[src/core/irq_pkg.sv]
// Purpose: Shared constants and types of the nested interrupt controller.
// Assumes: Eight-bit register port, sixteen-bit vector addresses.
// Notes: Priority encodings follow the condition code bit pair.
package irq_pkg;
  // Priority bit pair encodings, lowest to highest level.
  localparam logic [1:0] LVL_0 = 2'h2;
  localparam logic [1:0] LVL_1 = 2'h1;
  localparam logic [1:0] LVL_2 = 2'h0;
  localparam logic [1:0] LVL_3 = 2'h3;
  localparam int CC_HI = 5;
  localparam int CC_LO = 3;
  localparam logic [7:0] CC_RESET = 8'hEA;
  localparam logic [7:0] ISPR_RESET = 8'hFF;
  localparam int FIELD_W = 2;
  localparam int FIELDS_PER_REG = 4;
  localparam int N_ISPR = 4;
  localparam int VEC_IDX_W = 4;
  localparam int CTX_W = 40;
  // Register port offsets.
  localparam logic [3:0] A_ISPR0 = 4'h0;
  localparam logic [3:0] A_EXT_INT_SENSITIVITY_CTRL = 4'h4;
  localparam logic [3:0] A_PSEL0 = 4'h5;
  localparam logic [3:0] A_PEND_LO = 4'h9;
  localparam logic [3:0] A_PEND_HI = 4'hA;
  localparam logic [3:0] A_CC = 4'hB;
  localparam logic [3:0] A_STATUS = 4'hC;
  // Vector addresses at the top of the map.
  localparam logic [15:0] VEC_RESET = 16'hFFFE;
  localparam logic [15:0] VEC_TRAP = 16'hFFFC;
  localparam logic [15:0] VEC_FIRST = 16'hFFFA;
  // External line sensitivity per two-bit field.
  localparam logic [1:0] EXT_LOW = 2'h0;
  localparam logic [1:0] EXT_RISE = 2'h1;
  localparam logic [1:0] EXT_FALL = 2'h2;
  localparam logic [1:0] EXT_BOTH = 2'h3;
  typedef enum logic [1:0] {st_reset, st_run, st_halt, st_wait} state_t;
endpackage

[src/core/nested_priority_interrupt_ctrl.sv]
// Purpose: Nested priority interrupt controller beside an 8-bit core.
// Assumes: One clock mclk; inputs other than rstn synchronous; CPU pulses strobes.
// Notes: Context stack is internal; overflow is silent.
// What this block does
// - Priority level lives in CC bits 5, 3.
// - Four nesting levels, up to sixteen vectors.
// - Vectors fixed from FFE0h to FFFFh.
// - Current instruction completes before entry.
// - Entry stacks PC, X, A and CC.
// - Entry loads vector level, then vector.
// - Return restores context including priority bits.
// - Highest software level wins first.
// - Ties resolved by fixed hardware order.
// - Unique hardware order gives one winner.
// - Unserviced requests stay latched until highest, except low-level external lines.
// - Reset, trap ignore mask; set level three.
// - Reset leaves Halt; trap is taken in Run only.
// - Trap instruction raises trap entry.
// - Reset has topmost priority, level three.
// - Maskable needs enable and higher level.
// - External lines wake Halt; sensitivity programmable.
// - Edge latch clears on handler entry.
// - Selected pins of one group ORed.
// - Peripheral request needs flag and enable.
// - Clear sequence discards a pending request.
// - All wake Wait; capable ones wake Halt.
// - Halt exit serves a capable source first.
// - Level codes 10, 01, 00, 11.
// - Vector levels reset to ones; ISPR3 top ones.
// - Level zero writes to a field ignored.
//
// The register offsets and the strobed register port were decided locally.
`timescale 1ns/1ns
module nested_priority_interrupt_ctrl #(
  parameter int NV = 14,
  parameter int N_EXT = 4,
  parameter int GROUP_W = 4,
  parameter int EXT_BASE = 2,
  parameter logic [NV-1:0] HALT_CAP = 14'h013F,
  parameter int STACK_DEPTH = 8
) (
  input wire logic mclk, // system clock
  input wire logic rstn, // async reset, active low
  input wire logic [3:0] reg_addr, // register offset
  input wire logic [7:0] reg_wdata, // register write data
  input wire logic reg_wr, // register write strobe
  input wire logic reg_rd, // register read strobe
  output logic [7:0] reg_rdata, // read data, cycle after strobe
  input wire logic instr_end, // current instruction completes
  input wire logic trap_exec, // trap instruction completes
  input wire logic interrupt_return_exec, // interrupt_return executes
  input wire logic cc_wr, // core writes condition code
  input wire logic [7:0] cc_wdata, // value of that write
  input wire logic halt_enter, // core enters Halt
  input wire logic wait_enter, // core enters Wait
  input wire logic [15:0] pc_in, // program counter to stack
  input wire logic [7:0] x_in, // index register to stack
  input wire logic [7:0] a_in, // accumulator to stack
  input wire logic [N_EXT*GROUP_W-1:0] ext_pins, // external pins
  input wire logic [NV-1:0] periph_flag, // peripheral status flags
  input wire logic [NV-1:0] periph_en, // peripheral enable bits
  input wire logic [NV-1:0] periph_clear, // clear sequence done
  output logic [7:0] condition_code_reg, // current CC
  output logic [15:0] vector_addr, // vector to fetch from
  output logic vector_valid, // vector load pulse
  output logic restore_valid, // context restore pulse
  output logic [15:0] restore_pc, // restored program counter
  output logic [7:0] restore_x, // restored index register
  output logic [7:0] restore_a, // restored accumulator
  output logic halted, // core held in Halt
  output logic waiting // core held in Wait
);
  localparam int SPW = $clog2(STACK_DEPTH) + 1;
  localparam int VW = irq_pkg::VEC_IDX_W;

  typedef struct packed {
    irq_pkg::state_t st;
    logic [NV-1:0][1:0] ispr;
    logic [2*N_EXT-1:0] ext_int_sensitivity_ctrl;
    logic [N_EXT-1:0][GROUP_W-1:0] psel;
    logic [N_EXT-1:0] ext_prev;
    logic [N_EXT-1:0] ext_lat;
    logic [NV-1:0] per_lat;
    logic [7:0] cc;
    logic [SPW-1:0] sp;
    logic [STACK_DEPTH-1:0][irq_pkg::CTX_W-1:0] stk;
    logic [15:0] vec_addr;
    logic vec_v;
    logic rest_v;
    logic [15:0] rest_pc;
    logic [7:0] rest_x;
    logic [7:0] rest_a;
    logic [7:0] rdata;
    logic halted;
    logic waiting;
  } state_s_t;

  state_s_t s;
  state_s_t n;

  function automatic logic [1:0] rank(input logic [1:0] e);
    case (e)
      irq_pkg::LVL_0: rank = 2'h0;
      irq_pkg::LVL_1: rank = 2'h1;
      irq_pkg::LVL_2: rank = 2'h2;
      default: rank = 2'h3;
    endcase
  endfunction

  // Walk from the lowest hardware priority up, so that among equal
  // software levels the lowest index, the highest hardware one, wins.
  function automatic logic [VW:0] arb(input logic [NV-1:0] el,
                                      input logic [NV-1:0][1:0] pr);
    logic f;
    logic [VW-1:0] w;
    logic [1:0] br;
    f = 1'b0;
    w = '0;
    br = '0;
    for (int v = NV - 1; v >= 0; v--) begin
      if (el[v] && (!f || rank(pr[v]) >= br)) begin
        f = 1'b1;
        w = VW'(v);
        br = rank(pr[v]);
      end
    end
    return {f, w};
  endfunction

  logic [1:0] cur_lvl;
  logic [N_EXT-1:0] line_hi;
  logic [N_EXT-1:0] line_lo;
  logic [N_EXT-1:0] ext_edge;
  logic [NV-1:0] pend;
  logic [NV-1:0] elig;
  logic [VW:0] win;
  logic [VW:0] hwin;
  logic take_trap;
  logic take_mask;
  logic [VW-1:0] take_v;
  logic [1:0] take_lvl;
  logic [irq_pkg::CTX_W-1:0] top_ctx;

  assign cur_lvl = {s.cc[irq_pkg::CC_HI], s.cc[irq_pkg::CC_LO]};

  always_comb begin
    for (int k = 0; k < N_EXT; k++) begin
      line_hi[k] = |(ext_pins[k*GROUP_W +: GROUP_W] & s.psel[k]);
      line_lo[k] = |(~ext_pins[k*GROUP_W +: GROUP_W] & s.psel[k]);
      case (s.ext_int_sensitivity_ctrl[2*k +: 2])
        irq_pkg::EXT_RISE: ext_edge[k] = line_hi[k] & ~s.ext_prev[k];
        irq_pkg::EXT_FALL: ext_edge[k] = ~line_hi[k] & s.ext_prev[k];
        irq_pkg::EXT_BOTH: ext_edge[k] = line_hi[k] ^ s.ext_prev[k];
        default: ext_edge[k] = 1'b0;
      endcase
    end
    for (int v = 0; v < NV; v++) begin
      if (v >= EXT_BASE && v < EXT_BASE + N_EXT) begin
        if (s.ext_int_sensitivity_ctrl[2*(v-EXT_BASE) +: 2] == irq_pkg::EXT_LOW) begin
          pend[v] = line_lo[v-EXT_BASE];
        end else begin
          pend[v] = s.ext_lat[v-EXT_BASE];
        end
      end else begin
        pend[v] = s.per_lat[v];
      end
      elig[v] = pend[v] && rank(s.ispr[v]) > rank(cur_lvl);
    end
  end

  assign win = arb(elig, s.ispr);
  assign hwin = arb(elig & HALT_CAP, s.ispr);
  assign take_trap = s.st == irq_pkg::st_run && trap_exec;
  assign take_mask = !take_trap &&
    ((s.st == irq_pkg::st_run && instr_end && !interrupt_return_exec && win[VW]) ||
     (s.st == irq_pkg::st_wait && win[VW]) ||
     (s.st == irq_pkg::st_halt && hwin[VW]));
  assign take_v = s.st == irq_pkg::st_halt ? hwin[VW-1:0] : win[VW-1:0];
  assign take_lvl = s.ispr[take_v];
  assign top_ctx = s.stk[s.sp - SPW'(1)];

  always_comb begin
    n = s;
    n.vec_v = 1'b0;
    n.rest_v = 1'b0;
    n.rdata = '0;
    // Edge latches: a new edge wins over the entry clear.
    for (int k = 0; k < N_EXT; k++) begin
      n.ext_prev[k] = line_hi[k];
      if (take_mask && int'(take_v) == EXT_BASE + k) begin
        n.ext_lat[k] = 1'b0;
      end
      if (ext_edge[k]) begin
        n.ext_lat[k] = 1'b1;
      end
    end
    for (int v = 0; v < NV; v++) begin
      if (periph_clear[v]) begin
        n.per_lat[v] = 1'b0;
      end
      if (periph_flag[v] && periph_en[v]) begin
        n.per_lat[v] = 1'b1;
      end
    end
    // Register writes.
    if (reg_wr) begin
      if (reg_addr < irq_pkg::A_EXT_INT_SENSITIVITY_CTRL) begin
        for (int v = 0; v < NV; v++) begin
          if (int'(reg_addr) == v / irq_pkg::FIELDS_PER_REG &&
              reg_wdata[irq_pkg::FIELD_W*(v%irq_pkg::FIELDS_PER_REG)
                        +: irq_pkg::FIELD_W] != irq_pkg::LVL_0) begin
            n.ispr[v] = reg_wdata[irq_pkg::FIELD_W*
                        (v%irq_pkg::FIELDS_PER_REG) +: irq_pkg::FIELD_W];
          end
        end
      end else if (reg_addr == irq_pkg::A_EXT_INT_SENSITIVITY_CTRL) begin
        n.ext_int_sensitivity_ctrl = reg_wdata[2*N_EXT-1:0];
      end else begin
        for (int k = 0; k < N_EXT; k++) begin
          if (int'(reg_addr) == int'(irq_pkg::A_PSEL0) + k) begin
            n.psel[k] = reg_wdata[GROUP_W-1:0];
          end
        end
      end
    end
    // Register reads; unmapped offsets return zero.
    if (reg_rd) begin
      if (reg_addr < irq_pkg::A_EXT_INT_SENSITIVITY_CTRL) begin
        for (int j = 0; j < irq_pkg::FIELDS_PER_REG; j++) begin
          if (int'(reg_addr) * irq_pkg::FIELDS_PER_REG + j < NV) begin
            n.rdata[irq_pkg::FIELD_W*j +: irq_pkg::FIELD_W] =
              s.ispr[int'(reg_addr) * irq_pkg::FIELDS_PER_REG + j];
          end else begin
            n.rdata[irq_pkg::FIELD_W*j +: irq_pkg::FIELD_W] = '1;
          end
        end
      end else if (reg_addr == irq_pkg::A_EXT_INT_SENSITIVITY_CTRL) begin
        n.rdata = 8'(s.ext_int_sensitivity_ctrl);
      end else if (reg_addr == irq_pkg::A_PEND_LO) begin
        n.rdata = 8'(pend);
      end else if (reg_addr == irq_pkg::A_PEND_HI) begin
        n.rdata = 8'(pend >> 8);
      end else if (reg_addr == irq_pkg::A_CC) begin
        n.rdata = s.cc;
      end else if (reg_addr == irq_pkg::A_STATUS) begin
        n.rdata = 8'({s.halted, s.waiting, s.sp});
      end else begin
        for (int k = 0; k < N_EXT; k++) begin
          if (int'(reg_addr) == int'(irq_pkg::A_PSEL0) + k) begin
            n.rdata = 8'(s.psel[k]);
          end
        end
      end
    end
    // Core sequencing.
    case (s.st)
      irq_pkg::st_reset: begin
        // Reset vector: no stacking, level three.
        n.cc[irq_pkg::CC_HI] = irq_pkg::LVL_3[1];
        n.cc[irq_pkg::CC_LO] = irq_pkg::LVL_3[0];
        n.vec_addr = irq_pkg::VEC_RESET;
        n.vec_v = 1'b1;
        n.st = irq_pkg::st_run;
      end
      irq_pkg::st_run: begin
        if (interrupt_return_exec && !take_trap && s.sp != '0) begin
          n.sp = s.sp - SPW'(1);
          {n.rest_pc, n.rest_x, n.rest_a, n.cc} = top_ctx;
          n.rest_v = 1'b1;
        end else if (cc_wr && !take_trap) begin
          n.cc = cc_wdata;
        end else if (halt_enter && !take_trap) begin
          n.cc[irq_pkg::CC_HI] = irq_pkg::LVL_0[1];
          n.cc[irq_pkg::CC_LO] = irq_pkg::LVL_0[0];
          n.st = irq_pkg::st_halt;
        end else if (wait_enter && !take_trap) begin
          n.cc[irq_pkg::CC_HI] = irq_pkg::LVL_0[1];
          n.cc[irq_pkg::CC_LO] = irq_pkg::LVL_0[0];
          n.st = irq_pkg::st_wait;
        end
      end
      default: begin
        if (take_mask) begin
          n.st = irq_pkg::st_run;
        end
      end
    endcase
    // Entry: stack old context, load level, then vector.
    if (take_trap || take_mask) begin
      // A full stack drops the context silently, as on the real core.
      if (s.sp < SPW'(STACK_DEPTH)) begin
        n.stk[s.sp] = {pc_in, x_in, a_in, s.cc};
        n.sp = s.sp + SPW'(1);
      end
      if (take_trap) begin
        n.cc[irq_pkg::CC_HI] = irq_pkg::LVL_3[1];
        n.cc[irq_pkg::CC_LO] = irq_pkg::LVL_3[0];
        n.vec_addr = irq_pkg::VEC_TRAP;
      end else begin
        n.cc[irq_pkg::CC_HI] = take_lvl[1];
        n.cc[irq_pkg::CC_LO] = take_lvl[0];
        n.vec_addr = irq_pkg::VEC_FIRST -
                     {{(15-VW){1'b0}}, take_v, 1'b0};
      end
      n.vec_v = 1'b1;
    end
    n.halted = n.st == irq_pkg::st_halt;
    n.waiting = n.st == irq_pkg::st_wait;
  end

  always_ff @(posedge mclk or negedge rstn) begin
    if (!rstn) begin
      s <= '0;
      s.ispr <= '1;
      s.cc <= irq_pkg::CC_RESET;
      s.st <= irq_pkg::st_reset;
    end else begin
      s <= n;
    end
  end

  assign reg_rdata = s.rdata;
  assign condition_code_reg = s.cc;
  assign vector_addr = s.vec_addr;
  assign vector_valid = s.vec_v;
  assign restore_valid = s.rest_v;
  assign restore_pc = s.rest_pc;
  assign restore_x = s.rest_x;
  assign restore_a = s.rest_a;
  assign halted = s.halted;
  assign waiting = s.waiting;
endmodule // nested_priority_interrupt_ctrl

[config.mk]
export PLATFORM = sky130hd
export DESIGN_NAME = nested_priority_interrupt_ctrl
export DESIGN_NICKNAME = d
export VERILOG_FILES = /design/src/core/irq_pkg.sv /design/src/core/nested_priority_interrupt_ctrl.sv
export SDC_FILE = /design/constraint.sdc
export NUM_CORES = 1
export LEC_CHECK = 0
export BUFFER_PORTS_ARGS = -buffer_cell sky130_fd_sc_hd__buf_2
export CAP_MARGIN = 20
export CORE_UTILIZATION = 28
export DETAILED_ROUTE_END_ITERATION = 10
export PLACE_DENSITY = 0.52
export SLEW_MARGIN = 20
export SYNTH_ARGS = -nofsm -noshare
export SYNTH_HDL_FRONTEND = slang
export SYNTH_SLANG_ARGS = --single-unit
export TNS_END_PERCENT = 20
[constraint.sdc]
create_clock -name mclk -period 23.8 [get_ports mclk]
set_input_delay 4.76 -clock mclk [delete_from_list [all_inputs] [get_ports mclk]]
set_output_delay 4.76 -clock mclk [all_outputs]
set_load 0.01 [all_outputs]
# == After elaboration in Yosys (flattened, before gate mapping) ==
# Cells that the tools add are included.
# totals
reg_bits,464
in_bits,120
# classes
addsub,6
n_lt_le_gt_ge,47
eq_ne,68
n_mux,176
n_bitwise,34
n_reduce_logical,187
# op_table
op,n
$mux W341,1
$mux W324,1
$bwmux W320,1
$bmux W40 S3,1
$demux W40 S3,1
$mux W4,25
$lt A32 B5 Y1 const B,3
$pmux W2 S3,15
$mux W8,11
$mux W40,2
$logic_and A1 B1 Y1,74
$mux W2,37
$mux W33,2
$mux W1,64
$eq A2 B2 Y1 const B,27
$reduce_and A3 Y1,15
$eq A2 B1 Y1 const B,20
$eq A4 B4 Y1 const B,10
$logic_not A2 Y1,20
$ge A2 B2 Y1,19
$and A4 B4 Y4,8
$bmux W2 S4,4
$reduce_bool A2 Y1,16
$reduce_or A4 Y1,8
35 further kinds,133

# == Longest topological paths before layout ==
# logic_depth
depth_word,64
ltp_mapped,99
depth_no_buf,95

# == Worst setup path before layout ==
# Ideal clock, no wire load.
# synth_timing
path_type,reg2reg
start,"register s, in the netlist condition_code_reg[5]"
end,"register s, in the netlist condition_code_reg[3]"
setup_time_ns,0.091
arrival_time_ns,18.286
setup_slack_ns,5.423
path_stages_with_launch,94
period_less_slack_ns,18.377
cell_sequence,dfstp_2 -> clkbuf_1 -> inv_1 -> ha_1 -> inv_1 -> ha_1 -> nor2b_1 -> o21ai_0 -> nor2_1 -> ha_1 -> nand2b_1 -> a21o_1 -> a211oi_1 -> a21o_1 -> ha_1 -> nand2b_1 -> a21o_1 -> a21o_1 -> [58 not listed] -> nand2_1 -> mux2_2 -> ha_1 -> nand2b_1 -> a221oi_1 -> nand2b_1 -> mux2_2 -> ha_1 -> a211o_1 -> a31oi_1 -> or2_2 -> nand3_1 -> o31a_1 -> buf_6 -> mux2i_1 -> mux2_2 -> a221o_1 -> o31ai_1
# synth_via
elab_chain_len,64
# synth_lines
element,line,rtl
start: declaration,nested_priority_interrupt_ctrl.sv:98,state_s_t s;
start signal: assignment,nested_priority_interrupt_ctrl.sv:318,s <= n;
"$eq A2 B1 Y1, or another cell as far along",nested_priority_interrupt_ctrl.sv:102,case (e)
$pmux W2 S3 *,nested_priority_interrupt_ctrl.sv:102,
branches (longest 62 deep; another with $gt A2 B2 Y1),-,
# Mark *: on every way between the ends. The select of a mux whose other input is x is not followed.
# A chain may end at the register's enable or synchronous reset.

# == Final worst setup path ==
# Same ends and word-level chain as after synthesis.

==> Implementation_results.wiki <==
{| class="wikitable"
! Metric !! Value
|-
| Kind of end point of the critical path || flop
|-
| Post-route worst setup slack || 2.38 ns
|-
| Maximum vdd drop || 87.3 uV
|-
| Startpoint class of the critical path || flop
|-
| Area taken by multi-input logic gates || 11900 sq um
|-
| TritonCTS clock tree || yes
|-
| Maximum number of pins on one net before global-route repair || 176
|-
| Fraction of layout instances using a drive strength above 1 || 0.381
|-
| Clock sinks || 454
|-
| Number of slew-limit violations in the final report || 0
|-
| Critical-path maximum fanout || 14
|-
| Number of setup violations in the final report || 0
|-
| Most flop-heavy register || s
|-
| Total clock buffers created by CTS || 53
|-
| Data arrival time at the worst-slack endpoint || 21.95 ns
|-
| Overall die height || 297 microns
|-
| Standby leakage power || 0.0126 uW
|-
| Yosys Warn Count || 0
|-
| Via density || 4.99
|-
| Final standard cell area without fillers || 27900 sq um
|-
| Placed inst area || 26000 sq um
|-
| Seq cells post-synth || 454
|-
| Residual DRC || 0
|-
| Number of enable-type register cells in the synthesized netlist || 0
|-
| Outcome || complete, no violations
|-
| Detailed-route wire length per cell || 20.8 microns
|-
| Die Outline Area || 88200 sq um
|-
| Fraction of the cycle the final worst path needs || 0.900
|-
| Async set or reset register ratio after synthesis || 1.00
|-
| Mean area per synthesized cell || 12.3 sq um
|-
| DIE WIDTH || 297 microns
|-
| Total of max-cap violations || 0
|-
| Worst Tran Pin Value || 1.18 ns
|-
| Number of antenna cells inserted || 0
|-
| Number of routed nets with antenna violations || 0
|-
| Power density of the placed cells || 155 nW/um^2
|-
| Dpl cells || 3155
|-
| Post-CTS sizing || 0
|-
| Setup_tns || 0 ns
|-
| Area of the mapped netlist || 24400 sq um
|-
| Insertion delay to the later sink of the worst-skew pair || 0.62 ns
|-
| Synth cell types || 80
|-
| Number of nets produced by synthesis || 2201
|-
| Initial antenna violation count || 6
|-
| Slowest library cell on the worst path || sky130_fd_sc_hd__dfstp_2
|-
| Portion of the post-synthesis area used by sequential elements || 0.468
|-
| Post-layout net count || 2291
|-
| Via total after detailed routing || 16200
|-
| Final-layout fill cell count || 8616
|-
| Critical path start-end classification || flop to flop
|-
| Final WL || 67500 microns
|-
| Worst relative slew slack || 0.204
|-
| Ports placed on the boundary || 188
|-
| Overflow left after global routing || 0
|-
| Unrepaired setup endpoints after global routing || no
|-
| Register area || 11400 sq um
|-
| Setup Skew || 0.0531 ns
|-
| CP required || 24.33 ns
|-
| Final hold viol count || 0
|-
| Count of buffers from port buffering || 174
|-
| Flip-flop count of the largest register, all copies and words added || 386
|-
| Wire length of the first global-routing pass || 106000 microns
|-
| Worst-path clk slew || 0.06 ns
|-
| Sum of internal, switching and leakage power || 4330 uW
|-
| Clock Tree Root || sky130_fd_sc_hd__clkbuf_16
|-
| Gate Count Post-Synth || 1976
|-
| H-tree lvl count || 2
|-
| Estimated wirelength of the detail-placed design || 44500 microns
|-
| DRT iter0 DRCs || 917
|-
| Drt pass-1 iters || 5
|-
| Final weighted congestion in routability-driven placement || 0.896
|-
| Core area || 85700 sq um
|-
| Global-route usage over all layers || 0.154
|-
| Slowest cell delay on critical path || 0.73 ns
|-
| Initial core utilization || 0.284
|-
| Post-synth top flop || sky130_fd_sc_hd__dfrtp_1
|-
| Post-CTS Hold Buffers || 0
|-
| Post-synthesis to final-layout area growth || 14.6%
|-
| Row cnt || 107
|-
| Post-Place Setup Slack || 2.78 ns
|-
| Final non-filler cell total || 3251
|-
| Cell occurring most often along the worst timing path || sky130_fd_sc_hd__ha_1
|-
| Type of the worst min-delay path || flop to flop
|-
| Min cycle time layout || 21.42 ns
|-
| Post-CTS setup repair buffer count || 0
|-
| Maximum root-to-sink buffer count || 3
|-
| Number of global-route vias before repair || 17200
|-
| Highest Clock Rate || 0.0467 GHz
|}
through the flow:
step	hold WS, ns	utilization
final	0.475	0.326
after global routing	0.503	0.326
after CTS	0.477	0.326
after detailed placement	0.453	0.304
after global placement	0.456	0.304
after floorplan	0.441	-
cells in the mapped netlist (all sizes together), types with 3 or more instances:
master,n,area share
a2111oi,5,0.0028
a211oi,10,0.0033
a21bo,3,0.0012
a21boi,6,0.0020
a21o,10,0.0031
a21oi,83,0.017
a221o,5,0.0021
a221oi,9,0.0037
a22o,4,0.0014
a22oi,12,0.0037
a31oi,10,0.0026
a32oi,5,0.0026
a41oi,4,0.0014
and2,9,0.0023
and3,5,0.0013
buf,117,0.030
clkbuf,43,0.0067
dfrtp,421,0.43
dfstp,33,0.036
ha,105,0.054
inv,67,0.010
mux2,361,0.17
mux2i,68,0.028
mux4,85,0.079
nand2,118,0.018
nand2b,32,0.0082
nand3,16,0.0033
nand4,3,0.00077
nor2,115,0.018
nor2b,30,0.0080
nor3,19,0.0044
nor4,6,0.0018
o211a,7,0.0032
o211ai,11,0.0034
o21a,4,0.0015
o21ai,69,0.014
o221ai,6,0.0022
o22ai,9,0.0023
o31a,4,0.0014
o31ai,7,0.0022
o41ai,3,0.0011
or2,10,0.0026
critical path: cells and delay by family, from the launching register on:
family,cells,cell delay [ns]
simple gates,25,4.82
fa+ha+maj,15,3.75
buf+inv,3,0.21
mux,3,1.16
compound gates,44,10.66
flops,1,0.73
area by class of cell:
class	count	share of cell area
Inverter	67	0.00901
Timing Repair Buffer	195	0.0378
Tap cell	1144	0.0513
Clock inverter	16	0.00914
Multi-Input combinational cell	1295	0.426
Sequential cell	454	0.409
Clock buffer	80	0.0580
final timing paths:
| check | start | endpoint | slack (ns) | cells past startpoint |
|---|---|---|---|---|
| setup / recovery | condition_code_reg[5] | condition_code_reg[3] | 2.38 | 90 |
| hold / removal | vector_addr[5] | vector_addr[5] | 0.48 | 1 |
| setup reg to reg | condition_code_reg[5] | condition_code_reg[3] | 2.38 | 90 |
| hold reg to reg | vector_addr[5] | vector_addr[5] | 0.48 | 1 |
| max in group asynchronous | rstn | s[102] | 17.49 | 3 |
| min in group asynchronous | rstn | s[125] | 4.12 | 1 |
per-layer routing:
metal | GRT usage | share of wire
met1 | 0.201 | 0.44
met2 | 0.259 | 0.49
met3 | 0.0265 | 0.049
met4 | 0.0457 | 0.025
met5 | 0 | 0.00067
kinds of logic after synthesis:
group	count (synthesis)	share of synthesized area
AO/OA/AOI/OAI	303	0.0857
XOR/XNOR	4	0.00144
adder cells (fa/ha/maj)	105	0.0539
buffers and inverters	227	0.0474
flip-flops	454	0.468
multiplexers	514	0.273
other	1	0.000154
AND/OR/NAND/NOR	368	0.0701
where the power goes:
part / internal, uW / leakage (uW) / switching [uW]
combinational: 1030 / 0.00590 / 1170
sequential: 1070 / 0.00574 / 203
clock: 515 / 0.000916 / 336
total: 2620 / 0.0126 / 1710
placed cells by master (no fill, tap or decap), drive strengths merged, types with 6 or more instances in the layout:
cell,count
a22oi,12
nand2b,32
o211ai,11
a21o,10
nor2,115
a31oi,10
dfstp,33
or2,10
inv,70
mux4,85
nor2b,30
mux2i,68
o221ai,6
mux2,361
o31ai,7
o211a,7
a221oi,9
ha,105
a21boi,6
nor4,6
o22ai,9
nand3,16
o21ai,69
a21oi,83
nor3,19
dfrtp,421
nand2,118
clkbuf,80
clkinv,7
a211oi,10
and2,9
buf,195
Power figures use the tool's default switching activity.
